<file path="src/design/rcr_pkg.sv">
/*
 * Package for the clock/calendar register core: register offsets, write
 * masks, reset values and timing figures.
 * Assumes the single system clock runs at 250 MHz.
 */
package rcr_pkg;

   // ----------------------------------------------------------------
   // Timing
   // ----------------------------------------------------------------
   localparam int CLK_HZ = 250_000_000;
   localparam int TICK_HZ = 1;
   localparam int TICK_CYCLES = CLK_HZ / TICK_HZ;
   localparam int SYNC_STAGES = 3;

   // ----------------------------------------------------------------
   // Register offsets
   // ----------------------------------------------------------------
   localparam logic [7:0] ADDR_SEC = 8'h00;
   localparam logic [7:0] ADDR_MIN = 8'h01;
   localparam logic [7:0] ADDR_HOUR = 8'h02;
   localparam logic [7:0] ADDR_WDAY = 8'h03;
   localparam logic [7:0] ADDR_DATE = 8'h04;
   localparam logic [7:0] ADDR_MONTH = 8'h05;
   localparam logic [7:0] ADDR_YEAR = 8'h06;
   localparam logic [7:0] ADDR_PORT = 8'h07;
   localparam logic [7:0] ADDR_MMIN = 8'h08;
   localparam logic [7:0] ADDR_MHOUR = 8'h09;
   localparam logic [7:0] ADDR_MDAY = 8'h0a;
   localparam logic [7:0] ADDR_CDLO = 8'h0b;
   localparam logic [7:0] ADDR_CDHI = 8'h0c;
   localparam logic [7:0] ADDR_FSEL = 8'h0d;
   localparam logic [7:0] ADDR_FLAGS = 8'h0e;
   localparam logic [7:0] ADDR_CTRL = 8'h0f;
   localparam logic [7:0] ADDR_NV_LO = 8'h10;
   localparam logic [7:0] ADDR_NV_HI = 8'h19;
   localparam logic [7:0] ADDR_UID_LO = 8'h1a;
   localparam logic [7:0] ADDR_UID_HI = 8'h1f;
   localparam int NV_BYTES = 10;
   localparam int UID_BYTES = 6;

   // ----------------------------------------------------------------
   // Writable bit masks
   // ----------------------------------------------------------------
   localparam logic [7:0] MASK_SEC = 8'h7f;
   localparam logic [7:0] MASK_MIN = 8'h7f;
   localparam logic [7:0] MASK_HOUR = 8'h3f;
   localparam logic [7:0] MASK_WDAY = 8'h7f;
   localparam logic [7:0] MASK_DATE = 8'h3f;
   localparam logic [7:0] MASK_MONTH = 8'h1f;
   localparam logic [7:0] MASK_FSEL = 8'h7f;
   localparam logic [7:0] MASK_CTRL = 8'h7a;

   // ----------------------------------------------------------------
   // Field positions and values
   // ----------------------------------------------------------------
   localparam int BIT_SUPPLY_LOSS = 1;
   localparam int BIT_NV_WREN = 6;
   localparam logic [7:0] BCD_59 = 8'h59;
   localparam logic [7:0] BCD_23 = 8'h23;
   localparam logic [7:0] BCD_12 = 8'h12;
   localparam logic [7:0] BCD_99 = 8'h99;
   localparam logic [7:0] BCD_01 = 8'h01;
   localparam logic [7:0] WDAY_FIRST = 8'h01;
   localparam logic [7:0] WDAY_LAST = 8'h40;

   // ----------------------------------------------------------------
   // Reset values
   // ----------------------------------------------------------------
   localparam logic [7:0] RST_PORT = 8'hcb;
   localparam logic [7:0] RST_TIME = 8'h00;
   localparam logic [7:0] RST_CAL = 8'h01;
   localparam logic [47:0] UID_DEFAULT = 48'h5a_a5_3c_c3_0f_f0; // Arbitrary value

endpackage

</file>
<file path="src/design/rcr_core.sv">
/*
 * Clock/calendar register core: BCD time and date counters, one-hot
 * weekday, programmable four-pin port, user memory and read-only id.
 * Assumes a serial bus front end that turns each register access into a
 * one-cycle read or write strobe with a byte address and data.
 */
`timescale 1ns/1ns
`default_nettype none

// Summary of operation
// [RULE1] Seconds count 00..59 in BCD, wrap carries into minutes.
// [RULE2] Minutes count 00..59 in BCD, wrap carries into hours.
// [RULE3] Hours count 00..23, wrap advances weekday and date.
// [RULE4] Time and calendar registers are packed BCD, tens high nibble.
// [RULE5] Weekday is one-hot, shifts left daily, 40h wraps to 01h.
// [RULE6] Host writes only a single weekday bit.
// [RULE7] Date wraps after 31, 30 or 28 depending on month.
// [RULE8] Year divisible by four is leap; February reaches 29.
// [RULE9] Month counts 01..12 on date wrap, then carries into year.
// [RULE10] Year counts 00..99 on December wrap, then returns to 00.
// [RULE11] Host writes only valid time and calendar values.
// [RULE12] Fixed-zero bits ignore writes and read 0.
// [RULE13] Power-on reset sets the supply loss flag.
// [RULE14] Host writes test bits as 0 and masks them on read.
// [RULE15] Port register resets to cbh.
// [RULE16] Port bits 7..4 are directions, bits 3..0 data.
// [RULE17] Port data reads pin levels; directions read stored value.
// [RULE18] Port writes always load the latch; drive only when output.
// [RULE19] Direction change to output drives the latched value at once.
// [RULE20] Bytes 1A..1F are a read-only 48-bit identifier.
// [RULE21] User memory writes need the write enable bit; resets to 0.
// [RULE22] Host writes user memory one byte at a time, 1.8ms apart.
// [RULE23] All counters update on one tick with full carry chain.
module rcr_core
   import rcr_pkg::*;
#(
   parameter int TICK_LEN = TICK_CYCLES,
   parameter logic [47:0] UID_VALUE = UID_DEFAULT // Arbitrary value
) (
   input wire logic sys_clk_in,
   input wire logic rstn_in,
   input wire logic [7:0] reg_addr_in,
   input wire logic [7:0] reg_wdata_in,
   input wire logic reg_wr_in,
   input wire logic reg_rd_in,
   output logic [7:0] reg_rdata_out,
   input wire logic [3:0] port_pin_in,
   output logic [3:0] port_pin_out,
   output logic [3:0] port_pin_oe_out,
   output logic tick_out
);

   // ----------------------------------------------------------------
   // Elaboration checks
   // ----------------------------------------------------------------
   localparam int TW = (TICK_LEN > 2) ? $clog2(TICK_LEN) : 2;

   if (TICK_LEN < 2) begin : g_bad_tick
      $error("TICK_LEN must be at least 2");
   end

   // ----------------------------------------------------------------
   // Helpers
   // ----------------------------------------------------------------
   function automatic logic [7:0] bcd_inc(input logic [7:0] v);
      logic [7:0] r;
      r = v;
      if (v[3:0] >= 4'h9) begin
         r = {v[7:4] + 4'h1, 4'h0};
      end else begin
         r = {v[7:4], v[3:0] + 4'h1};
      end
      return r;
   endfunction

   function automatic logic leap_year(input logic [7:0] y);
      logic r;
      r = 1'b0;
      if (y[4] == 1'b0) begin
         r = (y[3:0] == 4'h0) || (y[3:0] == 4'h4) || (y[3:0] == 4'h8);
      end else begin
         r = (y[3:0] == 4'h2) || (y[3:0] == 4'h6);
      end
      return r;
   endfunction

   function automatic logic [7:0] last_date(input logic [7:0] m,
                                            input logic [7:0] y);
      logic [7:0] r;
      r = 8'h31;
      case (m)
         8'h02: r = leap_year(y) ? 8'h29 : 8'h28;
         8'h04, 8'h06, 8'h09, 8'h11: r = 8'h30;
         default: r = 8'h31;
      endcase
      return r;
   endfunction

   function automatic logic wr_to(input logic [7:0] a);
      return reg_wr_in && (reg_addr_in == a);
   endfunction

   // ----------------------------------------------------------------
   // One second tick
   // ----------------------------------------------------------------
   logic [TW-1:0] tick_cnt_q;
   logic tick_q;

   always_ff @(posedge sys_clk_in) begin
      if (!rstn_in) begin
         tick_cnt_q <= '0;
         tick_q <= 1'b0;
      end else if (tick_cnt_q == TW'(TICK_LEN - 1)) begin
         tick_cnt_q <= '0;
         tick_q <= 1'b1;
      end else begin
         tick_cnt_q <= tick_cnt_q + TW'(1);
         tick_q <= 1'b0;
      end
   end

   assign tick_out = tick_q;

   // ----------------------------------------------------------------
   // Time and calendar counters
   // ----------------------------------------------------------------
   logic [7:0] sec_q, min_q, hour_q, wday_q, date_q, month_q, year_q;
   logic c_sec, c_min, c_hour, c_date, c_month;

   always_comb begin
      c_sec = tick_q && (sec_q == BCD_59); // RULE23
      c_min = c_sec && (min_q == BCD_59);
      c_hour = c_min && (hour_q == BCD_23);
      c_date = c_hour && (date_q == last_date(month_q, year_q));
      c_month = c_date && (month_q == BCD_12);
   end

   always_ff @(posedge sys_clk_in) begin
      if (!rstn_in) begin
         sec_q <= RST_TIME;
         min_q <= RST_TIME;
         hour_q <= RST_TIME;
      end else begin
         if (wr_to(ADDR_SEC)) begin
            sec_q <= reg_wdata_in & MASK_SEC; // RULE12
         end else if (tick_q) begin
            sec_q <= c_sec ? RST_TIME : bcd_inc(sec_q); // RULE1
         end
         if (wr_to(ADDR_MIN)) begin
            min_q <= reg_wdata_in & MASK_MIN;
         end else if (c_sec) begin
            min_q <= c_min ? RST_TIME : bcd_inc(min_q); // RULE2
         end
         if (wr_to(ADDR_HOUR)) begin
            hour_q <= reg_wdata_in & MASK_HOUR;
         end else if (c_min) begin
            hour_q <= c_hour ? RST_TIME : bcd_inc(hour_q); // RULE3
         end
      end
   end

   always_ff @(posedge sys_clk_in) begin
      if (!rstn_in) begin
         wday_q <= WDAY_FIRST;
         date_q <= RST_CAL;
         month_q <= RST_CAL;
         year_q <= RST_TIME;
      end else begin
         if (wr_to(ADDR_WDAY)) begin
            wday_q <= reg_wdata_in & MASK_WDAY;
         end else if (c_hour) begin
            wday_q <= (wday_q == WDAY_LAST) ? WDAY_FIRST
                      : {wday_q[6:0], 1'b0}; // RULE5
         end
         if (wr_to(ADDR_DATE)) begin
            date_q <= reg_wdata_in & MASK_DATE;
         end else if (c_hour) begin
            date_q <= c_date ? BCD_01 : bcd_inc(date_q); // RULE7 RULE8
         end
         if (wr_to(ADDR_MONTH)) begin
            month_q <= reg_wdata_in & MASK_MONTH;
         end else if (c_date) begin
            month_q <= c_month ? BCD_01 : bcd_inc(month_q); // RULE9
         end
         if (wr_to(ADDR_YEAR)) begin
            year_q <= reg_wdata_in; // RULE4
         end else if (c_month) begin
            year_q <= (year_q == BCD_99) ? RST_TIME
                      : bcd_inc(year_q); // RULE10
         end
      end
   end

   // ----------------------------------------------------------------
   // Match, countdown and function registers (storage only), flags and control
   // ----------------------------------------------------------------
   logic [7:0] mmin_q, mhour_q, mday_q, cdlo_q, cdhi_q, fsel_q, ctrl_q;
   logic supply_loss_flag_q;

   always_ff @(posedge sys_clk_in) begin
      if (!rstn_in) begin
         mmin_q <= '0;
         mhour_q <= '0;
         mday_q <= '0;
         cdlo_q <= '0;
         cdhi_q <= '0;
         fsel_q <= '0;
      end else begin
         if (wr_to(ADDR_MMIN)) mmin_q <= reg_wdata_in;
         if (wr_to(ADDR_MHOUR)) mhour_q <= reg_wdata_in;
         if (wr_to(ADDR_MDAY)) mday_q <= reg_wdata_in;
         if (wr_to(ADDR_CDLO)) cdlo_q <= reg_wdata_in;
         if (wr_to(ADDR_CDHI)) cdhi_q <= reg_wdata_in;
         if (wr_to(ADDR_FSEL)) fsel_q <= reg_wdata_in & MASK_FSEL;
      end
   end

   always_ff @(posedge sys_clk_in) begin
      if (!rstn_in) begin
         ctrl_q <= '0; // RULE21
         supply_loss_flag_q <= 1'b1; // RULE13
      end else begin
         if (wr_to(ADDR_CTRL)) begin
            ctrl_q <= reg_wdata_in & MASK_CTRL; // RULE12
         end
         if (wr_to(ADDR_FLAGS) && !reg_wdata_in[BIT_SUPPLY_LOSS]) begin
            supply_loss_flag_q <= 1'b0;
         end
      end
   end

   // ----------------------------------------------------------------
   // Programmable port
   // ----------------------------------------------------------------
   logic [3:0] port_dir_q, port_lat_q;
   logic [3:0] pin_s1_q, pin_s2_q, pin_s3_q, pin_lvl_q;

   always_ff @(posedge sys_clk_in) begin
      if (!rstn_in) begin
         port_dir_q <= RST_PORT[7:4]; // RULE15
         port_lat_q <= RST_PORT[3:0];
      end else if (wr_to(ADDR_PORT)) begin
         port_dir_q <= reg_wdata_in[7:4]; // RULE16
         port_lat_q <= reg_wdata_in[3:0]; // RULE18
      end
   end

   always_ff @(posedge sys_clk_in) begin
      if (!rstn_in) begin
         pin_s1_q <= '0;
         pin_s2_q <= '0;
         pin_s3_q <= '0;
         pin_lvl_q <= '0;
      end else begin
         pin_s1_q <= port_pin_in;
         pin_s2_q <= pin_s1_q;
         pin_s3_q <= pin_s2_q;
         for (int i = 0; i < 4; i++) begin
            if (pin_s2_q[i] == pin_s3_q[i]) pin_lvl_q[i] <= pin_s3_q[i];
         end
      end
   end

   // Pins 0 and 1 are open drain: they only ever pull low
   always_comb begin
      port_pin_out = {port_lat_q[3:2], 2'b00};
      port_pin_oe_out = {port_dir_q[3:2],
                         port_dir_q[1:0] & ~port_lat_q[1:0]}; // RULE19
   end

   // ----------------------------------------------------------------
   // User memory and identifier
   // ----------------------------------------------------------------
   logic [7:0] nv_q [NV_BYTES];
   logic [3:0] nv_idx;
   logic [2:0] uid_idx;

   always_comb begin
      nv_idx = 4'(reg_addr_in - ADDR_NV_LO);
      uid_idx = 3'(reg_addr_in - ADDR_UID_LO);
   end

   always_ff @(posedge sys_clk_in) begin
      if (!rstn_in) begin
         for (int i = 0; i < NV_BYTES; i++) nv_q[i] <= '0;
      end else if (reg_wr_in && ctrl_q[BIT_NV_WREN] &&
                   reg_addr_in >= ADDR_NV_LO &&
                   reg_addr_in <= ADDR_NV_HI) begin
         nv_q[nv_idx] <= reg_wdata_in; // RULE21
      end
   end

   // ----------------------------------------------------------------
   // Read path
   // ----------------------------------------------------------------
   logic [7:0] rd_d, rdata_q;

   always_comb begin
      rd_d = 8'h00;
      case (reg_addr_in)
         ADDR_SEC: rd_d = sec_q;
         ADDR_MIN: rd_d = min_q;
         ADDR_HOUR: rd_d = hour_q;
         ADDR_WDAY: rd_d = wday_q;
         ADDR_DATE: rd_d = date_q;
         ADDR_MONTH: rd_d = month_q;
         ADDR_YEAR: rd_d = year_q;
         ADDR_PORT: rd_d = {port_dir_q, pin_lvl_q}; // RULE17
         ADDR_MMIN: rd_d = mmin_q;
         ADDR_MHOUR: rd_d = mhour_q;
         ADDR_MDAY: rd_d = mday_q;
         ADDR_CDLO: rd_d = cdlo_q;
         ADDR_CDHI: rd_d = cdhi_q;
         ADDR_FSEL: rd_d = fsel_q;
         ADDR_FLAGS: rd_d = {6'h00, supply_loss_flag_q, 1'b0}; // RULE12
         ADDR_CTRL: rd_d = ctrl_q;
         default: begin
            if (reg_addr_in >= ADDR_NV_LO && reg_addr_in <= ADDR_NV_HI) begin
               rd_d = nv_q[nv_idx];
            end else if (reg_addr_in >= ADDR_UID_LO &&
                         reg_addr_in <= ADDR_UID_HI) begin
               rd_d = UID_VALUE[8*uid_idx +: 8]; // RULE20
            end
         end
      endcase
   end

   always_ff @(posedge sys_clk_in) begin
      if (!rstn_in) begin
         rdata_q <= '0;
      end else if (reg_rd_in) begin
         rdata_q <= rd_d;
      end
   end

   assign reg_rdata_out = rdata_q;

   // ----------------------------------------------------------------
   // Checks
   // ----------------------------------------------------------------
   logic time_wr;
   assign time_wr = reg_wr_in && (reg_addr_in <= ADDR_YEAR);

   property p_sec_wrap;
      @(posedge sys_clk_in) disable iff (!rstn_in)
      tick_q && !time_wr && sec_q == BCD_59 |=>
         sec_q == RST_TIME && min_q != $past(min_q);
   endproperty
   a_sec_wrap: assert property (p_sec_wrap) // RULE1
      else $error("seconds did not wrap with carry");

   property p_min_wrap;
      @(posedge sys_clk_in) disable iff (!rstn_in)
      c_min && !time_wr |=> min_q == RST_TIME && hour_q != $past(hour_q);
   endproperty
   a_min_wrap: assert property (p_min_wrap) // RULE2
      else $error("minutes did not wrap with carry");

   property p_hour_wrap;
      @(posedge sys_clk_in) disable iff (!rstn_in)
      c_hour && !time_wr && wday_q == WDAY_LAST |=>
         hour_q == RST_TIME && wday_q == WDAY_FIRST;
   endproperty
   a_hour_wrap: assert property (p_hour_wrap) // RULE3
      else $error("hour rollover did not advance weekday");

   property p_wday_shift;
      @(posedge sys_clk_in) disable iff (!rstn_in)
      c_hour && !time_wr && wday_q == 8'h08 |=> wday_q == 8'h10;
   endproperty
   a_wday_shift: assert property (p_wday_shift) // RULE5
      else $error("weekday did not shift left");

   property p_date_30;
      @(posedge sys_clk_in) disable iff (!rstn_in)
      c_hour && !time_wr && month_q == 8'h04 && date_q == 8'h30 |=>
         date_q == BCD_01 && month_q == 8'h05;
   endproperty
   a_date_30: assert property (p_date_30) // RULE7
      else $error("April did not end after 30");

   property p_leap_feb;
      @(posedge sys_clk_in) disable iff (!rstn_in)
      c_hour && !time_wr && month_q == 8'h02 && date_q == 8'h28 &&
         (year_q == 8'h00 || year_q == 8'h24) |=>
         date_q == 8'h29 && month_q == 8'h02;
   endproperty
   a_leap_feb: assert property (p_leap_feb) // RULE8
      else $error("leap February did not reach 29");

   property p_year_wrap;
      @(posedge sys_clk_in) disable iff (!rstn_in)
      c_month && !time_wr && year_q == BCD_99 |=>
         year_q == RST_TIME && month_q == BCD_01 && date_q == BCD_01;
   endproperty
   a_year_wrap: assert property (p_year_wrap) // RULE10
      else $error("year did not wrap to 00");

   property p_flag_zero;
      @(posedge sys_clk_in) disable iff (!rstn_in)
      reg_rd_in && reg_addr_in == ADDR_FLAGS |=> reg_rdata_out[0] == 1'b0
         && reg_rdata_out[7:2] == 6'h00;
   endproperty
   a_flag_zero: assert property (p_flag_zero) // RULE12
      else $error("fixed zero flag bits read nonzero");

   property p_port_drive;
      @(posedge sys_clk_in) disable iff (!rstn_in)
      wr_to(ADDR_PORT) |=> port_pin_oe_out[3:2] == $past(reg_wdata_in[7:6])
         && port_pin_out[3:2] == $past(reg_wdata_in[3:2]);
   endproperty
   a_port_drive: assert property (p_port_drive) // RULE18
      else $error("port pins do not follow direction and latch");

   property p_nv_protect;
      @(posedge sys_clk_in) disable iff (!rstn_in)
      wr_to(ADDR_NV_LO) && !ctrl_q[BIT_NV_WREN] |=> $stable(nv_q[0]);
   endproperty
   a_nv_protect: assert property (p_nv_protect) // RULE21
      else $error("protected user byte changed");

   property p_uid_ro;
      @(posedge sys_clk_in) disable iff (!rstn_in)
      reg_rd_in && reg_addr_in == ADDR_UID_LO |=>
         reg_rdata_out == UID_VALUE[7:0];
   endproperty
   a_uid_ro: assert property (p_uid_ro) // RULE20
      else $error("identifier byte read wrong");

   property p_supply_flag;
      @(posedge sys_clk_in) disable iff (!rstn_in)
      $rose(rstn_in) |-> supply_loss_flag_q ##1 (supply_loss_flag_q ||
         $past(reg_wr_in && reg_addr_in == ADDR_FLAGS));
   endproperty
   a_supply_flag: assert property (p_supply_flag) // RULE13
      else $error("supply loss flag not set after reset");

endmodule

`default_nettype wire

</file>
<file path="config.mk">
export PLATFORM = sky130hd
export DESIGN_NAME = rcr_core
export DESIGN_NICKNAME = d
export VERILOG_FILES = /design/src/design/rcr_pkg.sv /design/src/design/rcr_core.sv
export SDC_FILE = /design/constraint.sdc
export NUM_CORES = 1
export LEC_CHECK = 0
export BUFFER_PORTS_ARGS = -buffer_cell sky130_fd_sc_hd__buf_4
export CAP_MARGIN = 20
export CORE_ASPECT_RATIO = 1.2
export CORE_MARGIN = 2
export CORE_UTILIZATION = 35
export CTS_CLUSTER_DIAMETER = 80
export DETAILED_ROUTE_END_ITERATION = 8
export GPL_TIMING_DRIVEN = 0
export SYNTH_ARGS = -nofsm -noshare
export SYNTH_HDL_FRONTEND = slang
export SYNTH_SLANG_ARGS = --single-unit
</file>
<file path="constraint.sdc">
create_clock -name sys_clk_in -period 9.4 [get_ports sys_clk_in]
set_clock_uncertainty 0.05 [all_clocks]
set_input_delay 0.47 -clock sys_clk_in [delete_from_list [all_inputs] [get_ports sys_clk_in]]
set_output_delay 0.47 -clock sys_clk_in [all_outputs]
set_load 0.02 [all_outputs]
</file>
==> flow_metrics.env, run 1 <==
export IMPL_post_cts_resized_instances=0
export IMPL_fin_setup_tns_ns=0
export IMPL_hold_class="input port to flop"
export IMPL_async_flop_share_pct=0
export IMPL_die_h_um=226
export IMPL_initial_utilization_pct=35.3
export IMPL_drtAntennaViolNets=0
export IMPL_dr_pass1_iters=7
export IMPL_sw_frac_of_total_pct=23.7
export IMPL_worstSetupStartpointType="input port"
export IMPL_post_route_cells_drive_above_1_share_pct=10.3
export IMPL_status="completed"
export IMPL_port_buffers=33
export IMPL_ys_ff_latch=294
export IMPL_period_needed_ns=4.30
export IMPL_syn_to_final_growth_pct=14.7
export IMPL_p_leak_nw=5.86
export IMPL_yosys_cell_types_count=71
export IMPL_pwr_share_seq_pct=49.3
export IMPL_cts_setup_buffers=0
export IMPL_final_util_pct=40.5
export IMPL_synth_cells=1446
export IMPL_rows=81
export IMPL_arrival_ns=4.41
export IMPL_drv_slew=0
export IMPL_clockRootBuffer="clkbuf_16"
export IMPL_dieArea_mm2=0.0425
export IMPL_drcViolationCount=0
export IMPL_ctsHtreeMaxLevel=2
export IMPL_overflow=0
export IMPL_clock_sinks=294
export IMPL_period_share_pct=45.7
export IMPL_largest_reg_flops=124
export IMPL_crit_fanout=10
export IMPL_ios=41
export IMPL_p_int_mw=2.11
export IMPL_antennaDiodeCount=0
export IMPL_fillers=3970
export IMPL_top_register="nv_q"
export IMPL_powerDensity_mw_per_mm2=169
export IMPL_grt_pass1_vias=11400
export IMPL_finalSetupViolations=0
export IMPL_viasPerCell=5.69
export IMPL_crit_type="input port to flop"
export IMPL_preCtsSetupSlack_ns=4.67
export IMPL_cts_buffer_depth=3
export IMPL_synth_edff_count=124
export IMPL_worstSetupEndpointType="flop"
export IMPL_grt_max_degree=14
export IMPL_timing_slew_headroom_pct=32.0
export IMPL_dp_hpwl_um=33000
export IMPL_cts_tree="built"
export IMPL_antenna_found_initial=0
export IMPL_cts_buffers=34
export IMPL_switching_power_uw=655
export IMPL_drt_wl_total_um=46000
export IMPL_clockPowerShare_pct=44.2
export IMPL_core_mm2=0.0405
export IMPL_p_comb_share_pct=6.5
export IMPL_rsz0062_at_grt="false"
export IMPL_cp_required_ns=9.52
export IMPL_cap_violations=0
export IMPL_vias=12000
export IMPL_grt_pass1_wl_um=69100
export IMPL_die_w_um=189
export IMPL_worstSkewPairLatency_ns=0.52
export IMPL_hold_viol_final=0
export IMPL_fin_nets=1612
export IMPL_hold_buffers=0
export IMPL_syn_avg_cell_area_um2=9.90
export IMPL_yosys_most_used_dff="dfxtp_1"
export IMPL_clk_pin_slew_ns=0.06
export IMPL_gp_congestion=0.968
export IMPL_ir_drop_uv=177
export IMPL_timing_hold_ws_ns=0.112
export IMPL_ys_seq_area_share_pct=49.8
export IMPL_worst_slack_ns=5.10
export IMPL_tightest_slew_ns=1.01
export IMPL_post_drt_wl_per_cell_um=21.8
export IMPL_ys_warn_count=0
export IMPL_largestRegisters="nv_q: 124 flops, tick_cnt_q: 28 flops"
export IMPL_netlist_area_mm2=0.0143
export IMPL_drtIter0Drc=1322
export IMPL_power_total_mw=2.77
export IMPL_fmax_mhz=233
export IMPL_track_usage_pct=21.4
[area by class of cell]
cell class / count / area [µm²] / area share (%)
clock inverter: 17 / 120 / 0.731
buffer: 100 / 414 / 2.52
inverter: 48 / 180 / 1.10
timing repair buffer: 38 / 290 / 1.77
tap: 539 / 674 / 4.11
sequential: 294 / 7130 / 43.4
clock buffer: 39 / 890 / 5.42
multi-input combinational: 1033 / 6730 / 41.0
[cell usage after synthesis (8+ instances only)]
| library cell | number | area (µm²) |
|---|---|---|
| a221oi_1 | 16 | 140 |
| and2_1 | 30 | 188 |
| a22oi_1 | 18 | 135 |
| buf_1 | 14 | 52.6 |
| o21ai_0 | 49 | 245 |
| nor2_1 | 181 | 679 |
| nor2b_1 | 9 | 56.3 |
| a31oi_1 | 14 | 87.6 |
| nand3_1 | 84 | 420 |
| dfxtp_1 | 170 | 3400 |
| a311oi_1 | 8 | 70.1 |
| ha_1 | 39 | 488 |
| and3_1 | 17 | 106 |
| nor3_1 | 32 | 160 |
| inv_1 | 47 | 176 |
| nand4_1 | 28 | 175 |
| mux4_2 | 40 | 901 |
| clkbuf_1 | 72 | 270 |
| nand2_1 | 156 | 586 |
| nor4_1 | 14 | 87.6 |
| edfxtp_1 | 124 | 3720 |
| mux2i_1 | 34 | 340 |
| xnor2_1 | 17 | 149 |
| a21oi_1 | 76 | 380 |
| xor2_1 | 20 | 175 |
| a211oi_1 | 16 | 120 |
| o221ai_1 | 9 | 78.8 |
| o211ai_1 | 11 | 82.6 |
[power groups by stage]
stage | registers (mW) | clock network [mW] | logic (mW)
4_1_cts | 1.36 | 1.25 | 0.176
2_1_floorplan | 1.39 | 0 | 0.106
3_3_place_gp | 1.39 | 0 | 0.173
6_report | 1.36 | 1.22 | 0.179
3_5_place_dp | 1.39 | 0 | 0.175
5_1_grt | 1.37 | 1.30 | 0.189
[final timing paths]
kind / startpoint / endpoint / slack [ns] / cells after the start
hold / removal: port_pin_in[3] / pin_s1_q[3] / 0.11 / 2
hold reg to reg: pin_s1_q[0] / pin_s2_q[0] / 0.38 / 1
setup reg to reg: sec_q[0] / year_q[4] / 6.14 / 8
setup / recovery: reg_addr_in[1] / nv_q[0][1] / 5.10 / 13
[stage by stage]
step	instance area, µm²	instances
floorplan	14400	1475
finish	16400	2108
global placement	15300	2047
CTS	16400	2107
detailed placement	15400	2051
global route	16400	2108
[metal layers]
| layer | global-route usage [%] | routed length [µm] |
|---|---|---|
| met1 | 26.6 | 18200 |
| met2 | 36.6 | 22200 |
| met3 | 3.43 | 3390 |
| met4 | 9.83 | 2170 |
| met5 | 0 | 0 |
[kinds of logic (layout without fill, tap and decap cells)]
logic type	count (synthesis)	in the layout	synth area share, %
other	1	30	0.0262
buffers and inverters	148	242	4.15
XOR/XNOR	37	37	2.26
AND/OR/NAND/NOR	583	583	19.0
AO/OA/AOI/OAI	268	268	12.5
flip-flops	294	294	49.8
adder cells (fa/ha/maj)	39	39	3.41
multiplexers	76	76	8.83
[worst max-delay path, cell delays in order]
cell	delay, ns
buf_4	0.14
clkbuf_1	0.27
clkbuf_1	0.38
inv_1	0.30
ha_1	0.19
clkbuf_1	0.34
nor2_1	0.08
o211ai_1	0.23
nand2b_1	0.13
nor2_1	0.42
clkbuf_1	0.46
nand3_1	0.47
nand2_1	0.51
[layout by cell type, fill, tap and decap left out, drive strengths merged, types with 6 or more instances in the layout]
master  netlist  layout
nand4        28      28
a311oi        8       8
ha           39      39
buf          28      65
clkbuf       72     112
o21ai        51      51
conb          1      30
xnor2        17      17
mux4         40      40
o221ai        9       9
inv          48      49
o22ai         6       6
nand3        84      84
nor2b         9       9
edfxtp      124     124
a21oi        79      79
and3         17      17
a22o          7       7
nor4         16      16
mux2i        34      34
nor2        181     181
nand2       156     156
o211ai       11      11
a211oi       17      17
a22oi        18      18
a31oi        14      14
clkinv        0      14
dfxtp       170     170
nor3         32      32
a221oi       16      16
xor2         20      20
and2         30      30
No activity file was read; power rests on OpenSTA's default activity.
==> run 2: changes to the inputs <==
==> constraint.sdc (replaced) <==
create_clock -name sys_clk_in -period 4.4 [get_ports sys_clk_in]
set_clock_uncertainty 0.05 [all_clocks]
set_input_delay 0.22 -clock sys_clk_in [delete_from_list [all_inputs] [get_ports sys_clk_in]]
set_output_delay 0.22 -clock sys_clk_in [all_outputs]
set_load 0.02 [all_outputs]
==> flow_metrics.env, run 2 (same netlist as run 1, synthesis figures left out) <==
export IMPL_drt_wl_total_um=46000
export IMPL_drcViolationCount=0
export IMPL_gp_congestion=0.968
export IMPL_worstHoldEndpoint="wday_q[6]"
export IMPL_grt_use_met1_pct=26.6
export IMPL_clock_sinks=294
export IMPL_period_needed_ns=4.04
export IMPL_regArea_mm2=0.00713
export IMPL_hold_class="input port to flop"
export IMPL_top_usage_layer="met2"
export IMPL_ios=41
export IMPL_tightest_slew_ns=1.07
export IMPL_worstSetupEndpointType="flop"
export IMPL_fmax_mhz=247
export IMPL_crit_chain="buf_4 > clkbuf_1 > clkbuf_1 > inv_1 > ha_1 > clkbuf_1 > nor2_1 > o211ai_1 > nand2b_1 > nor2_1 > clkbuf_1 > nand3_1 > nand2_1"
export IMPL_cp_required_ns=4.52
export IMPL_met3_usage_pct=3.43
export IMPL_final_util_pct=40.6
export IMPL_crit_type="input port to flop"
export IMPL_core_mm2=0.0405
export IMPL_multi_input_area_mm2=0.00673
export IMPL_grt_max_degree=14
export IMPL_timing_slew_headroom_pct=28.1
export IMPL_viasPerCell=5.66
export IMPL_cts_buffers=34
export IMPL_die_w_um=189
export IMPL_arrival_ns=4.16
export IMPL_p_leak_nw=5.88
export IMPL_drtIter0Drc=1281
export IMPL_post_route_cells_drive_above_1_share_pct=10.2
export IMPL_dieArea_mm2=0.0425
export IMPL_crit_fanout=10
export IMPL_antenna_found_initial=0
export IMPL_antennaDiodeCount=0
export IMPL_grt_pass1_vias=11400
export IMPL_overflow=0
export IMPL_cap_violations=0
export IMPL_rr_startpoint="sec_q[0]"
export IMPL_dr_pass1_iters=7
export IMPL_ir_drop_uv=379
export IMPL_status="completed"
export IMPL_finalSetupViolations=0
export IMPL_preCtsSetupSlack_ns=-0.0755
export IMPL_cts_buffer_depth=3
export IMPL_rr_worst_depth=8
export IMPL_initial_utilization_pct=35.3
export IMPL_grt_pass1_wl_um=69100
export IMPL_vias=12000
export IMPL_rsz0062_at_grt="false"
export IMPL_clk_pin_slew_ns=0.06
export IMPL_largestRegisters="nv_q: 124 flops, tick_cnt_q: 28 flops"
export IMPL_final_common_cell="nor2_1"
export IMPL_ctsHtreeMaxLevel=2
export IMPL_cts_tree="built"
export IMPL_final_cell_mix="181 x nor2_1, 170 x dfxtp_1, 156 x nand2_1, 124 x edfxtp_1, 84 x nand3_1"
export IMPL_largest_reg_flops=124
export IMPL_ff2ff_setup_slack_ns=1.14
export IMPL_hold_viol_final=0
export IMPL_worstSkewPairLatency_ns=0.52
export IMPL_cpPeakStageDelay_ns=0.53
export IMPL_dp_hpwl_um=33000
export IMPL_post_drt_wl_per_cell_um=21.8
export IMPL_drv_slew=0
export IMPL_startpoint="reg_addr_in[1]"
export IMPL_holdPathStages=3
export IMPL_powerDensity_mw_per_mm2=359
export IMPL_port_buffers=33
export IMPL_fillers=3967
export IMPL_track_usage_pct=21.4
export IMPL_r2r_end="year_q[4]"
export IMPL_top_register="nv_q"
export IMPL_cp_slowest_cell="nand2_1"
export IMPL_period_share_pct=91.8
export IMPL_drtAntennaViolNets=0
export IMPL_fin_nets=1617
export IMPL_path_common_cell="clkbuf_1"
export IMPL_use_met2_pct=36.6
export IMPL_syn_to_final_growth_pct=15.1
export IMPL_worstSetupStartpointType="input port"
export IMPL_rows=81
export IMPL_clockRootBuffer="clkbuf_16"
export IMPL_die_h_um=226
export IMPL_worst_slack_ns=0.359
export IMPL_min_from="reg_wdata_in[6]"
## run 2: area by class of cell
type / count / area share [%]
Clock buffer: 39 / 5.40
Sequential cell: 294 / 43.3
Inverter: 48 / 1.09
Tap cell: 539 / 4.09
Buffer: 100 / 2.51
Multi-Input combinational cell: 1033 / 40.8
Timing Repair Buffer: 43 / 2.07
Clock inverter: 17 / 0.729
## run 2: routing by layer
metal  up-vias  part of all wire, %
met3       149                  7.8
met1      5756                   39
li1       5475                    -
met5         -                    0
met2       575                   48
met4         0                  4.9
## run 2: report_power, final
| group | leakage, nW | switching [mW] | internal [mW] |
|---|---|---|---|
| registers | 2.67 | 0.0302 | 2.88 |
| logic | 2.71 | 0.257 | 0.128 |
| clock network | 0.499 | 1.12 | 1.50 |
## run 2: what timing repair did
| action | in CTS | in global routing |
|---|---|---|
| hold buffers | 5 | 0 |
| endpoints found under the hold margin | 5 | 0 |
| gates resized for setup | 0 | 0 |
| setup buffers | 0 | 0 |
## run 2: how the worst max path moves through the flow
stage | slack (ns) | cells past startpoint | end
finish | 0.36 | 13 | nv_q[0][1]
global route | 0.14 | 13 | nv_q[0][2]
CTS | 0.44 | 13 | nv_q[0][2]
detailed placement | -0.08 | 13 | nv_q[0][4]
global placement | -0.73 | 11 | nv_q[9][4]
floorplan | 1.14 | 12 | nv_q[10][0]
## run 2: stage by stage
stage	TNS (ns)	std cells	hold slack [ns]	power, mW	instance area (µm²)
5_1_grt	0	2113	0.0415	6.10	16500
3_3_place_gp	-17.98	2047	0.367	3.34	15300
3_5_place_dp	-0.842	2051	0.370	3.35	15400
4_1_cts	0	2112	0.0173	5.96	16500
2_1_floorplan	0	1475	0.297	3.19	14400
6_report	0	2113	0.0277	5.92	16500
## run 2: critical path: cells and delay by family
kind            cells  cell delay (ns)
compound gates      1             0.22
fa+ha+maj           1             0.19
buf+inv             6             1.88
simple gates        5             1.65
